$ cat config.mk
export PLATFORM = sky130hd
export DESIGN_NAME = pio_bank
export DESIGN_NICKNAME = d
export VERILOG_FILES = /design/src/common/pio_pkg.sv /design/src/common/pio_port_if.sv /design/src/rtl/pio_port_drv.sv /design/src/rtl/pio_strap.sv /design/src/rtl/pio_bank.sv
export SDC_FILE = /design/constraint.sdc
export NUM_CORES = 1
export LEC_CHECK = 0
export BUFFER_PORTS_ARGS = -buffer_cell sky130_fd_sc_hd__buf_4
export CORE_AREA = 2 2 257 259
export CTS_BUF_LIST = sky130_fd_sc_hd__clkbuf_4 sky130_fd_sc_hd__clkbuf_8 sky130_fd_sc_hd__clkbuf_16
export CTS_CLUSTER_SIZE = 40
export DETAILED_ROUTE_END_ITERATION = 10
export DIE_AREA = 0 0 259 261
export GPL_ROUTABILITY_DRIVEN = 0
export SKIP_CTS_REPAIR_TIMING = 1
export SLEW_MARGIN = 5
export SYNTH_ARGS = -nofsm -noshare
export SYNTH_HDL_FRONTEND = slang
export SYNTH_SLANG_ARGS = --single-unit
$ cat constraint.sdc
create_clock -name sys_clk -period 4.4 [get_ports sys_clk]
set_input_delay 0.44 -clock sys_clk [delete_from_list [all_inputs] [get_ports sys_clk]]
set_output_delay 0.44 -clock sys_clk [all_outputs]
set_load 0.01 [all_outputs]
$ cat src/common/pio_pkg.sv
// Constants, register map and pin layout of the programmable I/O port bank
package pio_pkg;
  // ==================== Bank geometry ====================
  localparam int NPORT       = 11;
  localparam int PW          = 8;
  localparam int NPIN        = NPORT * PW;
  localparam int NBUS_PORT   = 6;
  localparam int NBUS_PIN    = NBUS_PORT * PW;
  localparam int PU_GRP      = 4;
  localparam int NPU_GRP     = NPIN / PU_GRP;
  localparam int NPU_REG     = 3;
  localparam int PORT_ONE    = 1;
  localparam int IN_ONLY_IDX = 8 * PW + 5;
  localparam int PINS_LARGE  = 87;
  localparam int PINS_SMALL  = 70;

  // ==================== Register map ====================
  localparam logic [7:0] A_DATA_BASE = 8'h00;
  localparam logic [7:0] A_DIR_BASE  = 8'h10;
  localparam logic [7:0] A_PU_BASE   = 8'h20;
  localparam logic [7:0] A_CTRL      = 8'h24;
  localparam int         CTRL_RSEL   = 0;

  // ==================== Reset values ====================
  localparam logic [NPIN-1:0]    RST_LATCH = '0;
  localparam logic [NPIN-1:0]    RST_DIR   = '0;
  localparam logic [NPU_GRP-1:0] RST_PU    = '0;
  localparam logic [7:0]         RST_CTRL  = 8'h00;

  // ==================== Pin masks ====================
  localparam logic [NPIN-1:0] IN_ONLY_MASK = NPIN'(1) << IN_ONLY_IDX;
  // Pins kept internal in the smaller package
  localparam logic [NPIN-1:0] SMALL_NC_MASK = 88'h0002003C0000F00000FF00;
endpackage

$ cat src/common/pio_port_if.sv
// Per-port signal bundle between the bank control and one port driver
`timescale 1ns/1ps
`default_nettype none
interface pio_port_if;
  logic [7:0] latch;
  logic [7:0] dir;
  logic [7:0] pu_en;
  logic [7:0] periph_oe;
  logic [7:0] periph_out;
  logic [7:0] bus_oe;
  logic [7:0] bus_out;
  logic [7:0] pad_in;
  logic [7:0] no_pad;
  logic [7:0] in_only;
  logic       bus_sel;
  logic [7:0] drv_out;
  logic [7:0] drv_oe;
  logic [7:0] drv_pu;
  logic [7:0] lvl;

  modport ctl (output latch, dir, pu_en, periph_oe, periph_out, bus_oe, bus_out,
               pad_in, no_pad, in_only, bus_sel,
               input  drv_out, drv_oe, drv_pu, lvl);
  modport drv (input  latch, dir, pu_en, periph_oe, periph_out, bus_oe, bus_out,
               pad_in, no_pad, in_only, bus_sel,
               output drv_out, drv_oe, drv_pu, lvl);
endinterface
`default_nettype wire

$ cat src/rtl/pio_port_drv.sv
// Pad drive, pull-up and sensed level for one 8-bit port
`timescale 1ns/1ps
`default_nettype none
module pio_port_drv (
  pio_port_if.drv p
);
  import pio_pkg::*;

  always_comb begin
    for (int b = 0; b < PW; b++) begin
      if (p.bus_sel) begin
        p.drv_oe[b]  = p.bus_oe[b];
        p.drv_out[b] = p.bus_out[b];
        p.drv_pu[b]  = 1'b0;
      end else begin
        p.drv_oe[b]  = p.dir[b] | p.periph_oe[b];
        p.drv_out[b] = p.periph_oe[b] ? p.periph_out[b] : p.latch[b];
        p.drv_pu[b]  = p.pu_en[b] & ~p.dir[b] & ~p.periph_oe[b];
      end
      // Input-only and padless pins never reach a pad
      if (p.in_only[b] || p.no_pad[b]) begin
        p.drv_oe[b] = 1'b0;
        p.drv_pu[b] = 1'b0;
      end
      p.lvl[b] = p.no_pad[b] ? p.latch[b] : p.pad_in[b];
    end
  end
endmodule
`default_nettype wire

$ cat src/rtl/pio_strap.sv
// Captures the package-variant strap once after reset release
`timescale 1ns/1ps
`default_nettype none
module pio_strap (
  input  wire logic sys_clk,
  input  wire logic rst_b,
  input  wire logic strap_in,
  output var  logic strap_r
);
  logic done_r;
  logic done_nxt;
  logic strap_nxt;

  always_comb begin
    done_nxt  = 1'b1;
    strap_nxt = done_r ? strap_r : strap_in;
  end

  always_ff @(posedge sys_clk or negedge rst_b) begin
    if (!rst_b) begin
      done_r  <= 1'b0;
      strap_r <= 1'b0;
    end else begin
      done_r  <= done_nxt;
      strap_r <= strap_nxt;
    end
  end
endmodule
`default_nettype wire

$ cat src/rtl/pio_bank.sv
// Programmable I/O port bank: registers, pin drive and read paths
//
// Summary of operation
// - Each pin except the input-only pin has its own direction bit selecting input or output.
// - Port register holds an output latch; reads return sensed pin state, or the latch for padless pins.
// - Input-only pin has no direction bit, no pull-up, never drives.
// - One pull-up control bit covers a block of four adjacent pins.
// - Enabled pull-up acts only while the pin's direction is input.
// - In external-bus modes ports zero to five carry the bus; pull-ups ignored.
// - Peripheral output (not the converter) drives the pin regardless of direction.
// - Larger package exposes 87 programmable pins across ports zero to ten.
// - Smaller package keeps some bits internal, leaving 70 pins at pads.
// - Read-select clear: port one reads pin when input, latch when output.
// - Read-select set: port one always reads the output latch.
`timescale 1ns/1ps
`default_nettype none
module pio_bank (
  input  wire logic                         sys_clk,
  input  wire logic                         rst_b,
  input  wire logic [7:0]                   reg_addr,
  input  wire logic [7:0]                   reg_wdata,
  input  wire logic                         reg_wr,
  input  wire logic                         reg_rd,
  output var  logic [7:0]                   reg_rdata,
  input  wire logic                         bus_mode,
  input  wire logic [pio_pkg::NBUS_PIN-1:0] bus_oe,
  input  wire logic [pio_pkg::NBUS_PIN-1:0] bus_out,
  input  wire logic [pio_pkg::NPIN-1:0]     periph_oe,
  input  wire logic [pio_pkg::NPIN-1:0]     periph_out,
  input  wire logic                         pkg_small,
  input  wire logic [pio_pkg::NPIN-1:0]     pad_in,
  output var  logic [pio_pkg::NPIN-1:0]     pad_out,
  output var  logic [pio_pkg::NPIN-1:0]     pad_oe,
  output var  logic [pio_pkg::NPIN-1:0]     pad_pu
);
  import pio_pkg::*;

  // ==================== Helpers ====================
  function automatic logic in_win(input logic [7:0] a, input logic [7:0] base,
                                  input int n);
    in_win = (a >= base) && ({24'h000000, a} < ({24'h000000, base} + 32'(n)));
  endfunction

  function automatic int win_idx(input logic [7:0] a, input logic [7:0] base);
    win_idx = int'(a - base);
  endfunction

  // ==================== Register state ====================
  logic [NPIN-1:0]    latch_r;
  logic [NPIN-1:0]    latch_nxt;
  logic [NPIN-1:0]    dir_r;
  logic [NPIN-1:0]    dir_nxt;
  logic [NPU_GRP-1:0] pu_r;
  logic [NPU_GRP-1:0] pu_nxt;
  logic [7:0]         ctrl_r;
  logic [7:0]         ctrl_nxt;
  logic [7:0]         rdata_r;
  logic [7:0]         rdata_nxt;

  logic [NPIN-1:0]    pad_out_r;
  logic [NPIN-1:0]    pad_out_nxt;
  logic [NPIN-1:0]    pad_oe_r;
  logic [NPIN-1:0]    pad_oe_nxt;
  logic [NPIN-1:0]    pad_pu_r;
  logic [NPIN-1:0]    pad_pu_nxt;

  logic               small_r;
  logic [NPIN-1:0]    no_pad;
  logic [NPIN-1:0]    pu_pin;
  logic [NPIN-1:0]    lvl;

  assign reg_rdata = rdata_r;
  assign pad_out   = pad_out_r;
  assign pad_oe    = pad_oe_r;
  assign pad_pu    = pad_pu_r;

  // ==================== Package variant ====================
  pio_strap u_strap (
    .sys_clk  (sys_clk),
    .rst_b    (rst_b),
    .strap_in (pkg_small),
    .strap_r  (small_r)
  );

  assign no_pad = small_r ? SMALL_NC_MASK : '0;

  // ==================== Pull-up group fan-out ====================
  always_comb begin
    for (int i = 0; i < NPIN; i++) begin
      pu_pin[i] = pu_r[i / PU_GRP];
    end
  end

  // ==================== Per-port drivers ====================
  for (genvar g = 0; g < NPORT; g++) begin : g_port
    pio_port_if prt ();

    assign prt.latch      = latch_r[g*PW +: PW];
    assign prt.dir        = dir_r[g*PW +: PW];
    assign prt.pu_en      = pu_pin[g*PW +: PW];
    assign prt.periph_oe  = periph_oe[g*PW +: PW];
    assign prt.periph_out = periph_out[g*PW +: PW];
    assign prt.pad_in     = pad_in[g*PW +: PW];
    assign prt.no_pad     = no_pad[g*PW +: PW];
    assign prt.in_only    = IN_ONLY_MASK[g*PW +: PW];
    if (g < NBUS_PORT) begin : g_bus
      assign prt.bus_sel = bus_mode;
      assign prt.bus_oe  = bus_oe[g*PW +: PW];
      assign prt.bus_out = bus_out[g*PW +: PW];
    end else begin : g_nobus
      assign prt.bus_sel = 1'b0;
      assign prt.bus_oe  = 8'h00;
      assign prt.bus_out = 8'h00;
    end

    pio_port_drv u_drv (
      .p (prt.drv)
    );

    assign pad_out_nxt[g*PW +: PW] = prt.drv_out;
    assign pad_oe_nxt[g*PW +: PW]  = prt.drv_oe;
    assign pad_pu_nxt[g*PW +: PW]  = prt.drv_pu;
    assign lvl[g*PW +: PW]         = prt.lvl;
  end

  // ==================== Register writes ====================
  always_comb begin
    latch_nxt = latch_r;
    dir_nxt   = dir_r;
    pu_nxt    = pu_r;
    ctrl_nxt  = ctrl_r;
    if (reg_wr) begin
      if (in_win(reg_addr, A_DATA_BASE, NPORT)) begin
        latch_nxt[win_idx(reg_addr, A_DATA_BASE)*PW +: PW] = reg_wdata;
      end
      if (in_win(reg_addr, A_DIR_BASE, NPORT)) begin
        dir_nxt[win_idx(reg_addr, A_DIR_BASE)*PW +: PW] = reg_wdata;
      end
      if (in_win(reg_addr, A_PU_BASE, NPU_REG)) begin
        for (int b = 0; b < PW; b++) begin
          if (win_idx(reg_addr, A_PU_BASE)*PW + b < NPU_GRP) begin
            pu_nxt[win_idx(reg_addr, A_PU_BASE)*PW + b] = reg_wdata[b];
          end
        end
      end
      if (reg_addr == A_CTRL) begin
        ctrl_nxt = {7'h00, reg_wdata[CTRL_RSEL]};
      end
    end
    dir_nxt = dir_nxt & ~IN_ONLY_MASK;
  end

  // ==================== Register reads ====================
  always_comb begin
    logic [7:0] v;
    v         = 8'h00;
    rdata_nxt = 8'h00;
    if (reg_rd) begin
      if (in_win(reg_addr, A_DATA_BASE, NPORT)) begin
        v = lvl[win_idx(reg_addr, A_DATA_BASE)*PW +: PW];
        if (win_idx(reg_addr, A_DATA_BASE) == PORT_ONE) begin
          if (ctrl_r[CTRL_RSEL]) begin
            v = latch_r[PORT_ONE*PW +: PW];
          end else begin
            v = (latch_r[PORT_ONE*PW +: PW] & dir_r[PORT_ONE*PW +: PW]) |
                (lvl[PORT_ONE*PW +: PW] & ~dir_r[PORT_ONE*PW +: PW]);
          end
        end
        rdata_nxt = v;
      end else if (in_win(reg_addr, A_DIR_BASE, NPORT)) begin
        rdata_nxt = dir_r[win_idx(reg_addr, A_DIR_BASE)*PW +: PW];
      end else if (in_win(reg_addr, A_PU_BASE, NPU_REG)) begin
        for (int b = 0; b < PW; b++) begin
          if (win_idx(reg_addr, A_PU_BASE)*PW + b < NPU_GRP) begin
            rdata_nxt[b] = pu_r[win_idx(reg_addr, A_PU_BASE)*PW + b];
          end
        end
      end else if (reg_addr == A_CTRL) begin
        rdata_nxt = ctrl_r;
      end
    end
  end

  // ==================== State registers ====================
  always_ff @(posedge sys_clk or negedge rst_b) begin
    if (!rst_b) begin
      latch_r   <= RST_LATCH;
      dir_r     <= RST_DIR;
      pu_r      <= RST_PU;
      ctrl_r    <= RST_CTRL;
      rdata_r   <= 8'h00;
      pad_out_r <= '0;
      pad_oe_r  <= '0;
      pad_pu_r  <= '0;
    end else begin
      latch_r   <= latch_nxt;
      dir_r     <= dir_nxt;
      pu_r      <= pu_nxt;
      ctrl_r    <= ctrl_nxt;
      rdata_r   <= rdata_nxt;
      pad_out_r <= pad_out_nxt;
      pad_oe_r  <= pad_oe_nxt;
      pad_pu_r  <= pad_pu_nxt;
    end
  end

  // ==================== Checks ====================
  dir_write_a: assert property (
    @(posedge sys_clk) disable iff (!rst_b)
    reg_wr && reg_addr == A_DIR_BASE + 8'h03 |=> dir_r[31:24] == $past(reg_wdata))
    else $error("direction write not stored");

  dir_drive_a: assert property (
    @(posedge sys_clk) disable iff (!rst_b)
    dir_r[88-1] && !periph_oe[88-1] |=> pad_oe_r[88-1] && pad_out_r[88-1] == $past(latch_r[88-1]))
    else $error("output pin not driven from latch");

  latch_store_a: assert property (
    @(posedge sys_clk) disable iff (!rst_b)
    reg_wr && reg_addr == A_DATA_BASE + 8'h02 |=> latch_r[23:16] == $past(reg_wdata))
    else $error("port latch lost written value");

  in_only_a: assert property (
    @(posedge sys_clk) disable iff (!rst_b)
    !pad_oe_r[IN_ONLY_IDX] && !pad_pu_r[IN_ONLY_IDX] && !dir_r[IN_ONLY_IDX])
    else $error("input-only pin driven or pulled up");

  pu_group_a: assert property (
    @(posedge sys_clk) disable iff (!rst_b)
    pu_r[12] && dir_r[51:48] == 4'h0 && periph_oe[51:48] == 4'h0
    |=> pad_pu_r[51:48] == 4'hF)
    else $error("pull-up group not applied to all four pins");

  pu_input_a: assert property (
    @(posedge sys_clk) disable iff (!rst_b)
    ##1 (pad_pu_r & $past(dir_r)) == '0)
    else $error("pull-up on an output pin");

  bus_pu_a: assert property (
    @(posedge sys_clk) disable iff (!rst_b)
    bus_mode |=> pad_pu_r[NBUS_PIN-1:0] == '0 && pad_oe_r[7:0] == $past(bus_oe[7:0]))
    else $error("bus ports not handed to the external bus");

  periph_drv_a: assert property (
    @(posedge sys_clk) disable iff (!rst_b)
    periph_oe[80] && !dir_r[80] |=> pad_oe_r[80] && pad_out_r[80] == $past(periph_out[80]))
    else $error("peripheral output not forced onto pin");

  pad_count_a: assert property (
    @(posedge sys_clk) disable iff (!rst_b)
    $countones(~no_pad & ~IN_ONLY_MASK) == (small_r ? PINS_SMALL : PINS_LARGE))
    else $error("exposed pin count wrong");

  rd_mixed_a: assert property (
    @(posedge sys_clk) disable iff (!rst_b)
    reg_rd && reg_addr == A_DATA_BASE + 8'h01 && !ctrl_r[CTRL_RSEL] |=>
    reg_rdata == (($past(latch_r[15:8]) & $past(dir_r[15:8])) |
                  ($past(lvl[15:8]) & ~$past(dir_r[15:8]))))
    else $error("port one read ignores direction");

  rd_latch_a: assert property (
    @(posedge sys_clk) disable iff (!rst_b)
    reg_rd && reg_addr == A_DATA_BASE + 8'h01 && ctrl_r[CTRL_RSEL] |=>
    reg_rdata == $past(latch_r[15:8]))
    else $error("port one read not from latch");

  reset_state_a: assert property (
    @(posedge sys_clk)
    !rst_b |-> dir_r == '0 && pu_r == '0 && pad_oe_r == '0 && pad_pu_r == '0)
    else $error("pins not input after reset");

  rd_quiet_a: assert property (
    @(posedge sys_clk) disable iff (!rst_b)
    !reg_rd |=> reg_rdata == 8'h00)
    else $error("read data outside read slot");

  in_only_rd_a: assert property (
    @(posedge sys_clk) disable iff (!rst_b)
    reg_rd && reg_addr == A_DIR_BASE + 8'h08 |=> reg_rdata[5] == 1'b0)
    else $error("input-only pin shows a direction bit");

  bus_drive_a: assert property (
    @(posedge sys_clk) disable iff (!rst_b)
    bus_mode && !small_r |=> pad_oe_r[NBUS_PIN-1:0] == $past(bus_oe) &&
    pad_out_r[NBUS_PIN-1:0] == $past(bus_out))
    else $error("bus ports not following the external bus");

  drive_sel_a: assert property (
    @(posedge sys_clk) disable iff (!rst_b)
    !bus_mode |=> pad_oe_r ==
    (($past(dir_r) | $past(periph_oe)) & ~$past(no_pad) & ~IN_ONLY_MASK))
    else $error("pad enable not from direction and peripheral");

  no_pad_a: assert property (
    @(posedge sys_clk) disable iff (!rst_b)
    small_r |=> ((pad_oe_r | pad_pu_r) & SMALL_NC_MASK) == '0)
    else $error("padless pin driven or pulled up");

  rsel_store_a: assert property (
    @(posedge sys_clk) disable iff (!rst_b)
    reg_wr && reg_addr == A_CTRL |=> ctrl_r[CTRL_RSEL] == $past(reg_wdata[CTRL_RSEL]))
    else $error("read select not stored");

  rsel_only_a: assert property (
    @(posedge sys_clk) disable iff (!rst_b)
    ctrl_r[7:1] == 7'h00)
    else $error("unused control bits set");
endmodule
`default_nettype wire

==> flow_summary.json, run 1 <==
{
  "status": "completed",
  "finalSetupViolations": 0,
  "critPathMaxFanout": 12,
  "ir_drop_mv": 0.276,
  "crit_slowest_cell": "a2111oi_2",
  "netlist_area_um2": 21500,
  "finClkSkew_ns": 0.0229,
  "cpPeakStageDelay_ns": 0.46,
  "fmax_ghz": 0.264,
  "nFillCells": 6071,
  "crit_type": "input pin to flop",
  "fin_crit_sh": 0.859,
  "cts_sinks": 470,
  "grt_pass1_vias": 19106,
  "dieArea_um2": 67600,
  "setup-tns-final_ns": 0,
  "dpl.hpwl_mm": 75.3,
  "syn2layout_area_growth_pct": 37.6,
  "ant_nets": 0,
  "cts_root_buffer": "clkbuf_16",
  "drt_pass1_iterations": 5,
  "arrival_ns": 4.27,
  "grt_first_pass_wirelength_mm": 135,
  "drc_errors": 0,
  "synth_cells": 1895,
  "rsz0062_at_grt": "false",
  "fin_nets": 2971,
  "hp-class": "input pin to flop",
  "cellPowerDensity_nw_per_um2": 357,
  "synth_cell_types": 72,
  "utilization": 0.456,
  "p_seq_frac": 0.425,
  "synth_edf_count": 0,
  "maxSlewViolCount": 0,
  "drive_above_1_share": 0.417,
  "period_minus_slack_ns": 3.78,
  "startpoint_type": "input pin",
  "fp.dieH_um": 261,
  "worstPathCellList": "buf_4, inv_1, ha_1, a21boi_0, buf_4, xnor2_1, nand3_1, ha_1, nor4bb_1, nand4_1, a2111oi_2, a221oi_4, buf_4, nor3_4, mux2_2",
  "pin_count": 654,
  "worst_pin_slew_ns": 1.13,
  "synth_top_area_cell": "dfrtp_1",
  "core_um2": 65000,
  "cap_violations": 0,
  "viasPerCell": 5.42,
  "cts_buffer_depth": 3,
  "total_leakage_power_nw": 14.5,
  "cts_buffers": 54,
  "worstPathRequired_ns": 4.89,
  "p_comb_frac": 0.130,
  "h-tree-depth": 2,
  "cpMostUsedCell": "buf_4",
  "cp_top_family": "simple AND/OR/NAND/NOR gates",
  "track_usage": 0.278,
  "hold_viol_final": 0,
  "ys_async_sr_fraction": 1.00,
  "power_switching_mw": 2.74,
  "first_iter_violations": 1920,
  "clk_pin_slew_ns": 0.06,
  "relSlewSlack": 0.248,
  "clk_latency_ns": 0.62,
  "final_cell_mix": "buf_4 (697), dfrtp_1 (469), mux2_2 (197)",
  "wl_mm": 96.8,
  "cts_tree": "done",
  "num_rows": 94,
  "port_buffers": 651,
  "layout_commonest_cell": "buf_4",
  "postSynthAreaPerCell_um2": 11.4,
  "ys_warn_count": 0,
  "ys.flop_type": "dfrtp_1",
  "synth_top_area_frac": 0.546,
  "synth-seq-cells": 470,
  "die_x_um": 259,
  "swShare": 0.259,
  "endpoint_kind": "flop",
  "avgRoutedWirePerCell_um": 27.8,
  "clock_power_share": 0.445,
  "yosys-top-cells-area": "dfrtp_1 (55%), mux2_2 (10%), mux2i_1 (4.4%)",
  "grt_max_degree": 108,
  "power.internal_mw": 7.83,
  "yosysSeqAreaShare": 0.546,
  "via_count": 18837,
  "initial_core_util": 0.331,
  "grt_overflow": 0,
  "path_buf_inv": 4,
  "antenna_found_initial": 7
}
through the flow:
stage	power, mW	area [um2]	hold slack, ns	std cells	setup slack (ns)
after CTS	10.6	29500	-0.194	3458	0.687
after floorplan	5.07	21500	0.144	1896	0.00732
after global placement	5.90	27600	0.462	3357	0.184
after detailed placement	5.92	27600	0.465	3357	0.0627
after global routing	10.9	29600	0.000342	3476	0.355
final	10.6	29600	0.00187	3478	0.618
cells in the mapped netlist, drive strengths merged (3+ instances only):
cell type	n
o31ai	13
mux2	203
clkbuf	78
nor2b	8
a21o	3
and2	20
nor2	174
buf	29
o2bb2ai	8
xnor2	7
nand2b	16
inv	66
nor3b	3
o2111ai	9
xor2	3
o221ai	3
and3	14
a211oi	3
o41ai	32
nor4	6
a221o	5
dfrtp	470
nand4	7
nor3	113
mux4	31
a31oi	3
ha	22
nor4bb	3
or3	11
a22oi	3
mux2i	95
o21ai	121
o211ai	16
a221oi	6
a2111oi	3
or2	35
nand2	140
a21oi	61
nand3	24
cell type report:
type	instances	area (um2)	share of cell area
flip-flops and latches	470	11800	0.397
well taps	864	1080	0.0365
repair buffers	722	5540	0.187
diodes	2	5.00	0.000169
multi-input cells	1252	9110	0.308
clock inverters	20	234	0.00789
inverters	67	251	0.00848
clock buffers	81	1650	0.0558
power by group through the flow:
stage / Sequential [mW] / Clock [mW] / Combinational [mW]
2_1_floorplan: 4.61 / 0 / 0.462
3_3_place_gp: 4.57 / 0 / 1.33
3_5_place_dp: 4.57 / 0 / 1.35
4_1_cts: 4.49 / 4.78 / 1.36
5_1_grt: 4.50 / 4.96 / 1.46
6_report: 4.49 / 4.70 / 1.38
layer usage:
metal	vias to the layer above	global-route usage	wire length, um
met5	-	0	51
met1	9428	0.356	38000
met2	1061	0.455	45900
met3	233	0.0637	8440
met4	8	0.118	4440
li1	8107	-	-
worst reg2reg max path: cells and delay by family, from the launching register on:
family          cells  cell delay [ns]
simple gates        2             0.46
mux                 2             1.01
compound gates      2             0.43
flops               1             0.85
flip-flops by register name (all words and copies together) (netlist names):
| name | cells |
|---|---|
| u_strap.done_r | 1 |
| latch_r | 88 |
| pad_oe | 87 |
| pu_r | 22 |
| ctrl_r | 1 |
| dir_r | 87 |
| u_strap.strap_r | 1 |
| pad_out | 88 |
| reg_rdata | 8 |
| pad_pu | 87 |
final timing paths:
| path | startpoint | end | slack (ns) | depth (start not counted) |
|---|---|---|---|---|
| worst max-delay path | reg_addr[6] | dir_r[11] | 0.62 | 15 |
| worst min-delay path | periph_oe[1] | pad_pu[1] | 0.002 | 2 |
| worst max register to register | u_strap.strap_r | reg_rdata[3] | 1.55 | 6 |
| worst min register to register | latch_r[71] | latch_r[71] | 0.51 | 2 |
| max in group asynchronous | rst_b | u_strap.strap_r | 2.94 | 3 |
| min in group asynchronous | rst_b | pad_oe[10] | 0.39 | 2 |
cells by family after synthesis:
family	Yosys count	share of synthesized area
other	2	0.000349
adder cells (fa/ha/maj)	22	0.0128
AND/OR/NAND/NOR	584	0.132
buffers and inverters	174	0.0323
multiplexers	329	0.183
XOR/XNOR	10	0.00407
AO/OA/AOI/OAI	304	0.0903
flip-flops	470	0.546
Note: power is estimated with default switching activity, not from simulation.
==> run 2, diff against run 1 <==
- PLACE_DENSITY: unset -> 0.55
==> flow_summary.json, run 2 (synthesis results as in run 1) <==
{
  "status": "finished, violations left",
  "violations": "negative hold slack",
  "r2r-start": "u_strap.strap_r",
  "endpoint_kind": "flop",
  "power.internal_mw": 7.88,
  "grt_max_degree": 125,
  "hold_viol_final": 27,
  "dpl.hpwl_mm": 75.0,
  "cts_buffer_depth": 3,
  "track_usage": 0.278,
  "clock_power_share": 0.447,
  "ant_nets": 0,
  "fin_nets": 2979,
  "worstPathCellList": "buf_4, inv_1, ha_1, a21boi_0, buf_4, xnor2_1, nand3_1, ha_1, nor4bb_1, nand4_1, a2111oi_2, a221oi_4, buf_4, nor3_4, mux2_2",
  "dieArea_um2": 67600,
  "fin_crit_sh": 0.865,
  "drt_pass1_iterations": 6,
  "die_x_um": 259,
  "via_count": 18605,
  "final_cell_mix": "buf_4 (697), dfrtp_1 (469), mux2_2 (197)",
  "grt_overflow": 0,
  "crit_type": "input pin to flop",
  "crit_slowest_cell": "a2111oi_2",
  "initial_core_util": 0.331,
  "total_leakage_power_nw": 14.5,
  "cts_tree": "done",
  "wl_mm": 96.5,
  "cap_violations": 0,
  "swShare": 0.258,
  "core_um2": 65000,
  "cellPowerDensity_nw_per_um2": 357,
  "relSlewSlack": 0.199,
  "setup-tns-final_ns": 0,
  "fmax_ghz": 0.263,
  "drc_errors": 0,
  "fp.dieH_um": 261,
  "clk_latency_ns": 0.63,
  "maxSlewViolCount": 0,
  "p_comb_frac": 0.131,
  "grt_pass1_vias": 18893,
  "power_switching_mw": 2.74,
  "setup.worst_path.start": "reg_addr[6]",
  "pin_count": 654,
  "critPathMaxFanout": 15,
  "hp-class": "input pin to asynchronous set/reset pin",
  "finalSetupViolations": 0,
  "arrival_ns": 4.28,
  "ir_drop_mv": 0.278,
  "grt_first_pass_wirelength_mm": 135,
  "layout_commonest_cell": "buf_4",
  "cpMostUsedCell": "buf_4",
  "viasPerCell": 5.34,
  "port_buffers": 651,
  "fin_cells": 3485,
  "avgRoutedWirePerCell_um": 27.7,
  "startpoint_type": "input pin",
  "cp_top_family": "simple AND/OR/NAND/NOR gates",
  "p_seq_frac": 0.423,
  "syn2layout_area_growth_pct": 38.0,
  "num_rows": 94,
  "worst_pin_slew_ns": 1.20,
  "rsz0062_at_grt": "false",
  "clk_pin_slew_ns": 0.06,
  "cts_root_buffer": "clkbuf_16",
  "drive_above_1_share": 0.415,
  "worstPathRequired_ns": 4.88,
  "cpPeakStageDelay_ns": 0.52,
  "hold_slack_ns": -0.0436,
  "antenna_found_initial": 7,
  "path_buf_inv": 4,
  "cts_buffers": 53,
  "h-tree-depth": 2,
  "cts_sinks": 470,
  "finClkSkew_ns": 0.0389,
  "period_minus_slack_ns": 3.80,
  "first_iter_violations": 1658,
  "dp.cells": 3357
}
==> run 2: worst paths after layout <==
check | to | slack [ns] | depth (start not counted)
max | dir_r[14] | 0.60 | 15
min | pad_out[3] | -0.04 | 1
max reg2reg | reg_rdata[6] | 1.34 | 7
min reg2reg | latch_r[63] | 0.51 | 2
max in group asynchronous | latch_r[48] | 3.31 | 2
min in group sys_clk | pad_pu[10] | 0.01 | 2
==> run 2: per-layer routing <==
layer | wire, um | share of wire | track usage
met1 | 39000 | 0.40 | 0.352
met5 | 27 | 0.00028 | 0
met3 | 7450 | 0.077 | 0.0675
met4 | 4600 | 0.048 | 0.128
met2 | 45400 | 0.47 | 0.451
==> run 2: worst register-to-register path, stage by stage, from the launching register on <==
cell,delay [ns]
dfrtp_2,0.84
buf_4,0.39
mux2_2,0.43
mux4_2,0.48
mux2i_1,0.34
o2bb2ai_1,0.14
a21oi_1,0.22
a211oi_1,0.10
==> run 2: power by group through the flow <==
stage	Combinational [mW]	Clock (mW)	Sequential (mW)
3_5_place_dp	1.36	0	4.57
5_1_grt	1.48	5.01	4.50
3_3_place_gp	1.35	0	4.57
2_1_floorplan	0.462	0	4.61
6_report	1.39	4.74	4.49
4_1_cts	1.37	4.84	4.49
==> run 2: through the flow <==
stage	worst slack [ns]	power (mW)	utilization	hold WS (ns)	area, um2
floorplan	0.00732	5.07	-	0.144	21500
global placement	0.104	5.91	0.424	0.482	27600
detailed placement	0.0371	5.93	0.424	0.493	27600
CTS	0.684	10.7	0.453	-0.0465	29400
global route	0.349	11.0	0.457	-0.00292	29700
finish	0.595	10.6	0.457	-0.0436	29700
==> run 2: final cells by class <==
cell class                 instances  area (um2)
timing repair buffer             731        5630
sequential                       470       11800
fill                            6129       35300
tap                              864        1080
multi-input combinational       1252        9110
inverter                          67         251
antenna                            5        12.5
clock buffer                      69        1500
clock inverter                    27         365
==> run 3, diff against run 2 <==
- clock period: 4.4 -> 3.59 ns (I/O delays scaled with it)
==> flow_summary.json, run 3 (synthesis results as in run 1) <==
{
  "grt_overflow": 0,
  "syn2layout_area_growth_pct": 50.1,
  "critPathMaxFanout": 10,
  "r2r_end": "reg_rdata[5]",
  "hold_viol_final": 3,
  "power_switching_mw": 3.44,
  "grt_first_pass_wirelength_mm": 135,
  "swShare": 0.255,
  "pin_count": 654,
  "wl_mm": 98.7,
  "crit_slowest_cell": "or3_1",
  "dieArea_um2": 67600,
  "fmax_ghz": 0.292,
  "cts_sinks": 470,
  "endpoint_kind": "flop",
  "port_buffers": 651,
  "cap_violations": 0,
  "ant_nets": 0,
  "finClkSkew_ns": 0.0208,
  "hold_slack_ns": -0.0314,
  "dpl.hpwl_mm": 76.2,
  "drive_above_1_share": 0.409,
  "arrival_ns": 3.92,
  "crit_path_end": "dir_r[32]",
  "setup.worst_path.start": "reg_addr[5]",
  "p_comb_frac": 0.144,
  "maxSlewViolCount": 0,
  "reg2reg_slack_ns": 0.70,
  "period_minus_slack_ns": 3.42,
  "relSlewSlack": 0.406,
  "final_cell_mix": "buf_4 (768), dfrtp_1 (469), dlygate4sd3_1 (208)",
  "clock_power_share": 0.448,
  "die_x_um": 259,
  "status": "finished, violations left",
  "violations": "negative hold slack",
  "r2r-start": "u_strap.strap_r",
  "reg2reg_depth": 7,
  "crit_type": "input pin to flop",
  "via_count": 19755,
  "worst_pin_slew_ns": 0.891,
  "viasPerCell": 5.27,
  "dp_slack_ns": -0.436,
  "worstPathRequired_ns": 4.09,
  "power.internal_mw": 10.0,
  "drc_errors": 0,
  "startpoint_type": "input pin",
  "total_leakage_power_nw": 15.7,
  "fin_crit_sh": 0.953,
  "avgRoutedWirePerCell_um": 26.3,
  "cts_tree": "done",
  "cts_buffers": 54,
  "grt_pass1_vias": 19316,
  "num_rows": 94,
  "grt_max_degree": 105,
  "fin_nets": 3237,
  "layout_commonest_cell": "buf_4",
  "h-tree-depth": 2,
  "finalSetupViolations": 0,
  "cts_buffer_depth": 3,
  "antenna_found_initial": 9,
  "worstHoldStart": "bus_out[20]",
  "p_seq_frac": 0.408,
  "rsz0062_at_grt": "false",
  "core_um2": 65000,
  "initial_core_util": 0.331,
  "fp.dieH_um": 261,
  "setup_slack_ns": 0.169,
  "track_usage": 0.278,
  "cellPowerDensity_nw_per_um2": 417,
  "cpPeakStageDelay_ns": 0.56,
  "worstPathCellList": "buf_4, inv_1, ha_1, a21boi_2, xnor2_2, nor3_4, inv_1, ha_1, nor4bb_1, nand4_1, a2111oi_2, a221oi_4, or3_1, mux2_2",
  "drt_pass1_iterations": 6,
  "clk_pin_slew_ns": 0.06,
  "hp-class": "input pin to flop",
  "total_power_mw": 13.5,
  "ir_drop_mv": 0.352,
  "first_iter_violations": 1652,
  "cts_root_buffer": "clkbuf_16",
  "clk_latency_ns": 0.62
}
## run 3: cell count changes in the layout (fill, tap and decap cells not counted), moves of 2 or more
| cell | change |
|---|---|
| dlygate4sd3_1 | +181 |
| buf_4 | +71 |
| clkbuf_4 | -3 |
| clkbuf_16 | +2 |
| clkbuf_8 | +4 |
| or3_4 | +3 |
| or3_1 | -3 |
| buf_12 | +5 |
| ha_1 | -2 |
## run 3: critical path, delay by kind of cell
| family | cells | cell delay (ns) |
|---|---|---|
| AND/OR/NAND/NOR | 4 | 1.34 |
| AO/OA/AOI/OAI | 3 | 0.88 |
| adder cells (fa/ha/maj) | 2 | 0.52 |
| XOR/XNOR | 1 | 0.11 |
| multiplexers | 1 | 0.33 |
| buffers and inverters | 3 | 0.35 |
## run 3: metal layers
| layer | global-route usage | part of all wire | up-vias |
|---|---|---|---|
| li1 | - | - | 8636 |
| met1 | 0.358 | 0.41 | 9936 |
| met2 | 0.456 | 0.48 | 937 |
| met3 | 0.0582 | 0.069 | 234 |
| met4 | 0.118 | 0.044 | 12 |
| met5 | 0 | 0.00071 | - |
## run 3: how the worst min path moves through the flow
stage	cells after the start	endpoint	slack, ns
floorplan	0	ctrl_r[0]	0.06
global placement	1	pad_out[74]	0.46
detailed placement	1	pad_pu[75]	0.47
CTS	1	pad_out[74]	-0.19
global route	3	pad_oe[0]	0.002
finish	3	pad_out[20]	-0.03
## run 3: through the flow
stage | cell area, um2 | cells | TNS [ns] | hold slack [ns] | util
2_1_floorplan | 21600 | 1896 | 0 | 0.0634 | -
3_3_place_gp | 28300 | 3433 | -20.78 | 0.457 | 0.435
3_5_place_dp | 28300 | 3433 | -33.90 | 0.465 | 0.435
4_1_cts | 30200 | 3533 | 0 | -0.194 | 0.465
5_1_grt | 32300 | 3743 | 0 | 0.00156 | 0.497
6_report | 32300 | 3746 | 0 | -0.0314 | 0.497
## run 3: area by class of cell
class / count / area, um2
timing repair buffer: 988 / 8070
clock buffer: 72 / 1590
tap: 864 / 1080
sequential: 470 / 11800
antenna: 5 / 12.5
multi-input combinational: 1252 / 9190
clock inverter: 28 / 377
fill: 5841 / 32700
inverter: 67 / 254
## run 3: power by group through the flow
| stage | sequential, mW | clock, mW | combinational (mW) |
|---|---|---|---|
| floorplan | 5.65 | 0 | 0.579 |
| global placement | 5.59 | 0 | 1.73 |
| detailed placement | 5.60 | 0 | 1.75 |
| CTS | 5.50 | 6.15 | 1.75 |
| global route | 5.51 | 6.38 | 2.06 |
| finish | 5.50 | 6.04 | 1.95 |
